## src/cgs_pkg.sv

```systemverilog
/*
 * Package for the CAN global status and error flag block: register
 * offsets, field positions, reset values and the event and state carrier structs.
 * Assumes an 8-bit SFR port with byte addresses.
 */
`default_nettype none
package cgs_pkg;
	// ----------------------------------------------------------------
	// Register offsets
	// ----------------------------------------------------------------
	localparam logic [7:0] CGS_ADDR_FLAGS  = 8'h9b;
	localparam logic [7:0] CGS_ADDR_TEC    = 8'h9c;
	localparam logic [7:0] CGS_ADDR_REC    = 8'h9d;
	localparam logic [7:0] CGS_ADDR_IE     = 8'hc1;
	localparam logic [7:0] CGS_ADDR_STATUS = 8'haa;
	// ----------------------------------------------------------------
	// Field positions
	// ----------------------------------------------------------------
	localparam int CGS_ST_OVL  = 6;
	localparam int CGS_ST_TX   = 4;
	localparam int CGS_ST_RX   = 3;
	localparam int CGS_ST_EN   = 2;
	localparam int CGS_ST_BUS_OFF_STATE = 1;
	localparam int CGS_ST_ERROR_PASSIVE_STATE = 0;
	localparam int CGS_FL_ANY  = 7;
	localparam int CGS_FL_TIM  = 5;
	localparam int CGS_FL_BUF  = 4;
	localparam int CGS_FL_STF  = 3;
	localparam int CGS_FL_CRC  = 2;
	localparam int CGS_FL_FRM  = 1;
	localparam int CGS_FL_ACK  = 0;
	localparam int CGS_IE_RX   = 5;
	localparam int CGS_IE_TX   = 4;
	localparam int CGS_IE_OBJ  = 3;
	localparam int CGS_IE_BUF  = 2;
	localparam int CGS_IE_GEN  = 1;
	// ----------------------------------------------------------------
	// Reset values, masks and limits
	// ----------------------------------------------------------------
	localparam logic [7:0] CGS_RST_FLAGS = 8'h00;
	localparam logic [7:0] CGS_RST_IE    = 8'h00;
	localparam logic [7:0] CGS_RST_CNT   = 8'h00;
	localparam logic [7:0] CGS_IE_MASK   = 8'h3e;
	localparam logic [7:0] CGS_FL_WMASK  = 8'h3f;
	localparam int         CGS_STUFF_MAX = 5;
	localparam logic [15:0] CGS_TIMER_MAX = 16'hffff;

	// Events from the protocol engine, one cycle each unless noted
	typedef struct packed {
		logic bit_valid;   // One received, sampled bit
		logic bit_value;
		logic stuff_check; // Stuff rule applies to this bit
		logic crc_end;     // Received CRC field complete
		logic form_bad;    // Illegal bit in a fixed-form field
		logic ack_slot;    // Ack slot of own transmitted frame
		logic buf_full;    // Reception buffer became full
	} cgs_event_t;

	typedef struct packed {
		logic tx_frame;    // Level: transmitter driving a frame or ack
		logic tx_pending;  // Level: frame queued
		logic ifs;         // Level: interframe spacing
		logic rx_frame;    // Level: receiver monitoring a frame
		logic ovl_frame;   // Level: own overload frame on the bus
		logic enabled;     // Level: controller really running
		logic bus_off;
		logic err_passive;
	} cgs_state_t;
endpackage : cgs_pkg
`default_nettype wire

```

## src/cgs_top.sv

```systemverilog
/*
 * CAN global status, error flags, error counters and interrupt image.
 * Assumes the protocol engine on the same clock supplies the events and
 * state levels, the CRC computed over SOF..data, and the error counts.
 */
`timescale 1ns/1ns
`default_nettype none
module cgs_top
	import cgs_pkg::*;
#(
	parameter int CRC_W = 15
) (
	input  wire logic             clk,
	input  wire logic             reset_n,
	input  wire logic [7:0]       sfr_addr,
	input  wire logic             sfr_wr,
	input  wire logic [7:0]       sfr_wdata,
	output logic      [7:0]       sfr_rdata,
	input  wire cgs_event_t       ev,
	input  wire cgs_state_t       st,
	input  wire logic [CRC_W-1:0] crc_calc,
	input  wire logic [CRC_W-1:0] crc_rx,
	input  wire logic [15:0]      can_timer,
	input  wire logic             timer_ie,
	input  wire logic             obj_irq,
	input  wire logic [7:0]       tec_in,
	input  wire logic [7:0]       rec_in,
	output logic                  can_irq
);
	// ----------------------------------------------------------------
	// Registers
	// ----------------------------------------------------------------
	logic [7:0]  flags_reg, flags_next;
	logic [7:0]  ie_reg, ie_next;
	logic [7:0]  tec_reg, rec_reg;
	logic [7:0]  status_reg, status_next;
	logic [15:0] timer_prev_reg;
	logic [2:0]  run_reg, run_next;
	logic        last_bit_reg;

	// ----------------------------------------------------------------
	// Event detection
	// ----------------------------------------------------------------
	wire timer_wrap = (timer_prev_reg == CGS_TIMER_MAX) &&
		(can_timer == 16'h0000);
	wire same_bit   = ev.bit_valid && (ev.bit_value == last_bit_reg);
	wire stuff_err  = same_bit && ev.stuff_check &&
		(run_reg == 3'(CGS_STUFF_MAX));
	wire crc_err    = ev.crc_end && (crc_calc != crc_rx);
	wire ack_err    = ev.ack_slot && ev.bit_value;

	always_comb begin
		run_next = run_reg;
		if (ev.bit_valid) begin
			// Saturates; a stuff error is flagged once per run
			if (!same_bit)
				run_next = 3'h1;
			else if (run_reg != 3'h6)
				run_next = run_reg + 3'h1;
		end
	end

	wire [7:0] set_vec = {2'b00, timer_wrap, ev.buf_full, stuff_err,
		crc_err, ev.form_bad, ack_err};

	// ----------------------------------------------------------------
	// Register writes; set wins over a same-cycle clear
	// ----------------------------------------------------------------
	// One decoder shared by the write strobes
	function automatic logic hit(input logic [7:0] a, input logic [7:0] r);
		return a == r;
	endfunction : hit

	wire wr_flags = sfr_wr && hit(sfr_addr, CGS_ADDR_FLAGS);
	wire wr_ie    = sfr_wr && hit(sfr_addr, CGS_ADDR_IE);
	wire [7:0] keep_mask = wr_flags ?
		(sfr_wdata | ~CGS_FL_WMASK) : 8'hff;

	// Error interrupt from latched flags, status never feeds it
	wire irq_gen  = ie_reg[CGS_IE_GEN] && |flags_reg[CGS_FL_STF:CGS_FL_ACK];
	wire irq_buf  = ie_reg[CGS_IE_BUF] && flags_reg[CGS_FL_BUF];
	wire irq_tim  = timer_ie && flags_reg[CGS_FL_TIM];
	wire irq_any  = irq_gen || irq_buf || irq_tim || obj_irq;

	always_comb begin
		flags_next = ((flags_reg & keep_mask) | set_vec) & CGS_FL_WMASK;
		flags_next[CGS_FL_ANY] = irq_any;
		ie_next = wr_ie ? (sfr_wdata & CGS_IE_MASK) : ie_reg;
	end

	// Status is built from engine levels only; writes never reach it
	always_comb begin
		status_next = 8'h00;
		status_next[CGS_ST_OVL]  = st.ovl_frame;
		status_next[CGS_ST_TX]   = st.tx_frame ||
			(st.ifs && st.tx_pending);
		status_next[CGS_ST_RX]   = st.rx_frame;
		status_next[CGS_ST_EN]   = st.enabled;
		status_next[CGS_ST_BUS_OFF_STATE] = st.bus_off;
		status_next[CGS_ST_ERROR_PASSIVE_STATE] = st.err_passive;
	end

	// Flags and enables: the software-writable state
	always_ff @(posedge clk or negedge reset_n) begin
		if (!reset_n) begin
			flags_reg <= CGS_RST_FLAGS;
			ie_reg    <= CGS_RST_IE;
		end else begin
			flags_reg <= flags_next;
			ie_reg    <= ie_next;
		end
	end

	// Counters are copies only; no write path reaches them
	always_ff @(posedge clk or negedge reset_n) begin
		if (!reset_n) begin
			tec_reg <= CGS_RST_CNT;
			rec_reg <= CGS_RST_CNT;
		end else begin
			tec_reg <= tec_in;
			rec_reg <= rec_in;
		end
	end

	always_ff @(posedge clk or negedge reset_n) begin
		if (!reset_n)
			status_reg <= 8'h00;
		else
			status_reg <= status_next;
	end

	// Idle bus is recessive, so the run starts from a one
	always_ff @(posedge clk or negedge reset_n) begin
		if (!reset_n) begin
			timer_prev_reg <= 16'h0000;
			run_reg        <= 3'h0;
			last_bit_reg   <= 1'b1;
		end else begin
			timer_prev_reg <= can_timer;
			run_reg        <= run_next;
			if (ev.bit_valid)
				last_bit_reg <= ev.bit_value;
		end
	end

	// ----------------------------------------------------------------
	// Read mux; counters only readable
	// ----------------------------------------------------------------
	always_comb begin
		case (sfr_addr)
			CGS_ADDR_FLAGS:  sfr_rdata = flags_reg;
			CGS_ADDR_TEC:    sfr_rdata = tec_reg;
			CGS_ADDR_REC:    sfr_rdata = rec_reg;
			CGS_ADDR_IE:     sfr_rdata = ie_reg;
			CGS_ADDR_STATUS: sfr_rdata = status_reg;
			default:         sfr_rdata = 8'h00;
		endcase
	end

	assign can_irq = flags_reg[CGS_FL_ANY];
endmodule : cgs_top
`default_nettype wire

```

## config.mk

```make
export PLATFORM = sky130hd
export DESIGN_NAME = cgs_top
export DESIGN_NICKNAME = d
export VERILOG_FILES = /design/src/cgs_pkg.sv /design/src/cgs_top.sv
export SDC_FILE = /design/constraint.sdc
export NUM_CORES = 1
export LEC_CHECK = 0
export ABC_AREA = 1
export BUFFER_PORTS_ARGS = -buffer_cell sky130_fd_sc_hd__buf_2
export CELL_PAD_IN_SITES_DETAIL_PLACEMENT = 1
export CELL_PAD_IN_SITES_GLOBAL_PLACEMENT = 2
export CORE_MARGIN = 4
export CORE_UTILIZATION = 23
export CTS_CLUSTER_DIAMETER = 80
export DETAILED_ROUTE_END_ITERATION = 8
export PLACE_DENSITY_LB_ADDON = 0.05
export SYNTH_ARGS = -nofsm -noshare
export SYNTH_HDL_FRONTEND = slang
export SYNTH_SLANG_ARGS = --single-unit
```

## constraint.sdc

```tcl
create_clock -name clk -period 1.1 [get_ports clk]
set_input_delay 0.055 -clock clk [delete_from_list [all_inputs] [get_ports clk]]
set_output_delay 0.055 -clock clk [all_outputs]
set_load 0.02 [all_outputs]
```

==> results.yml <==
status:
  status: "finished, violations left"
  violations: "setup timing"
clocking:
  cts.sinks: 54
  cts_max_level: 2
  clk_path_buf_depth: 2
  clk_pin_slew_ps: 100
  cts_root_buffer: "clkbuf_8"
  cts-buffers-inserted: 5
  clk_latency_ps: 320
  cts_tree: "done"
routing:
  dr.pass1.iters: 4
  via_per_inst: 4.14
  postRouteAntennaNets: 0
  drt_iter0_drc: 77
  drcViolationCount: 0
  dr_total_vias: 2613
  wl_um: 8230
  wl_per_cell_um: 13.0
worst_setup_path:
  rr_worst_depth: 4
  end_kind: "primary output"
  critPathLaunchType: "register"
  worstPathRequired_ps: 1040
  worst-path-max-fanout: 3
  critPathKind: "reg2out"
  crit_start: "flags_reg[3]$_DFF_PN0_"
  timing.rr.start: "run_reg[0]$_DFFE_PN0P_"
  rrSetupSlack_ps: -70
  crit_arrival_ps: 1220
pwr:
  clkPwrFrac_pct: 27.0
  irDropWorstVdd_v: 0.000578
  p_sw_uw: 1300
  p_sw_share_pct: 29.0
  p_leak_uw: 0.00227
  p_total_uw: 4490
  powerDensity_mw_per_mm2: 1030
  p_int_uw: 3190
  pwr-share-seq_pct: 49.2
  power_frac_comb_pct: 23.8
finish:
  post-route-cell-area_mm2: 0.00436
  synthToLayoutAreaGrowth_pct: 75.7
  drive_gt1_share_pct: 41.4
  regArea_mm2: 0.00135
  multi_input_area_mm2: 0.00117
  nets: 595
  antenna_cells: 0
  fillCellCount: 1249
  largest_reg_flops: 16
timing:
  period_needed_ps: 1270
  setup_violations: 9
  setup_slack_ps: -172
  post-route-period-util_pct: 116
  hold_slack_ps: 19.6
  rsz0062_at_grt: "true"
  hold_violations: 0
  skew_ps: 7.84
  drv_slew: 0
  fmax_mhz: 786
  relSlewSlack_pct: 77.7
  worst_pin_slew_ps: 333
floorplanning:
  die_area_mm2: 0.0125
  io_pins: 107
  die_y_um: 112
  rows: 37
  core_mm2: 0.0104
  die_w_um: 112
  initial_core_util_pct: 23.8
placed_design:
  dpl_cell_area_mm2: 0.00327
  gp_congestion: 0.741
  port_buffers: 104
  hpwl_um: 5780
  dp_slack_ps: -142
synthesis:
  synth_area_leaders: "dfrtp_1 (53%), nand2_1 (15%), inv_1 (6.4%)"
  synthCells: 296
  syn_area_mm2: 0.00248
  ys_types: 26
  yosysSeqAreaShare_pct: 54.5
  synth_nets: 397
  yosys.area.top_type_share_pct: 53.5
  yosysTopAreaCell: "dfrtp_1"
  avgSynthCellArea_um2: 8.38
  yosys_warnings: 0
  synth_seq_cells: 54
run:
  drv_cap: 0
worst_hold_path:
  hp-class: "in2reg"
  hold_depth: 3
  min_from: "sfr_wdata[4]"
global_routing:
  grt_overflow: 0
  grt_max_degree: 55
  grt.total_usage_pct: 13.5
  grt_first_pass_wirelength_um: 13600
  grt_pass1_vias: 2890
  antenna_found_initial: 0
==> per-layer routing <==
metal | vias up | part of all wire, % | track usage [%]
met4 | 0 | 0.75 | 2.68
met5 | - | 0 | 0
met2 | 50 | 55 | 25.3
met1 | 1240 | 40 | 15.5
li1 | 1316 | - | -
met3 | 7 | 4.1 | 2.99
==> metrics by stage <==
stage               setup TNS, ps  util, %  instances
floorplan                       0        -        296
global placement             -911     31.4        547
detailed placement          -1390     31.4        547
CTS                         -1060     39.7        622
global route                -1680     41.8        631
finish                       -787     41.8        631
==> path summary, 6_finish.rpt <==
check,endpoint
max,sfr_rdata[3]
min,ie_reg[4]$_DFFE_PN0P_
max reg2reg,run_reg[2]$_DFFE_PN0P_
min reg2reg,ie_reg[4]$_DFFE_PN0P_
max in group asynchronous,last_bit_reg$_DFFE_PN1P_
min in group asynchronous,status_reg[2]$_DFF_PN0_
==> cells by family (layout without fill, tap and decap cells) <==
| group | Yosys count | in the layout | share of synthesized area, % |
|---|---|---|---|
| AND/OR/NAND/NOR | 176 | 176 | 31.7 |
| flip-flops | 54 | 54 | 54.5 |
| buffers and inverters | 45 | 244 | 6.81 |
| AO/OA/AOI/OAI | 16 | 16 | 4.74 |
| adder cells (fa/ha/maj) | 3 | 3 | 1.51 |
| XOR/XNOR | 2 | 2 | 0.706 |
==> power by group through the flow <==
stage | Sequential [µW] | Clock (µW) | Combinational (µW)
after floorplan | 2220 | 0 | 245
after global placement | 2250 | 0 | 579
after detailed placement | 2250 | 0 | 595
after CTS | 2200 | 1280 | 874
after global routing | 2230 | 1370 | 1210
final | 2210 | 1210 | 1070
==> worst max-delay path, stage by stage (launching register included) <==
cell      delay (ps)
dfrtp_1          450
nand2_1           90
nand2_1           70
nand3b_1         170
buf_6            140
==> placed cells by master (no fill, tap or decap), types with 2 or more instances in the layout <==
cell type / instances
buf_2: 95
nand2_1: 83
dlygate4sd3_1: 55
dfrtp_1: 53
inv_1: 37
buf_4: 28
nor2_1: 27
nand3_1: 17
buf_6: 12
nand2_2: 10
nand3_2: 9
o21ai_2: 7
nand4_1: 7
inv_2: 6
nor2_4: 5
nand2_4: 5
clkbuf_8: 5
nor3_2: 3
nor2_2: 3
clkinv_4: 2
nand3b_1: 2
a21o_1: 2
nor3_1: 2
ha_2: 2
==> area by class of cell <==
class | count | area share, %
clock buffers | 5 | 1.58
clock inverters | 3 | 0.660
inverters | 45 | 4.05
multi-input cells | 197 | 26.8
flip-flops and latches | 54 | 31.0
well taps | 136 | 3.90
repair buffers | 191 | 31.9
==> repair_timing <==
| action | in CTS | in global routing |
|---|---|---|
| endpoints found under the setup margin | 13 | 13 |
| pin swaps | 16 | 17 |
| cloned | 0 | 0 |
| hold buffers | 55 | 0 |
| resized for setup | 38 | 42 |
| endpoints found under the hold margin | 103 | 0 |
| buffers inserted | 12 | 9 |
==> cells in the mapped netlist <==
cell type / number
dfstp_2: 1
ha_1: 3
nand2_4: 2
o21ai_1: 1
inv_2: 3
nor3_1: 3
nand3b_1: 2
dfrtp_1: 53
o41ai_1: 1
nor2_4: 2
o31ai_1: 3
nor2_1: 32
nor2_2: 1
inv_1: 42
nand2_1: 96
and2_4: 1
nor3_4: 1
a221oi_1: 1
o21bai_1: 1
xnor2_1: 2
nand3_1: 27
a21o_1: 2
o21ai_0: 3
o21ai_2: 4
nor3_2: 2
nand4_1: 7
(Power assumes the default switching activity.)
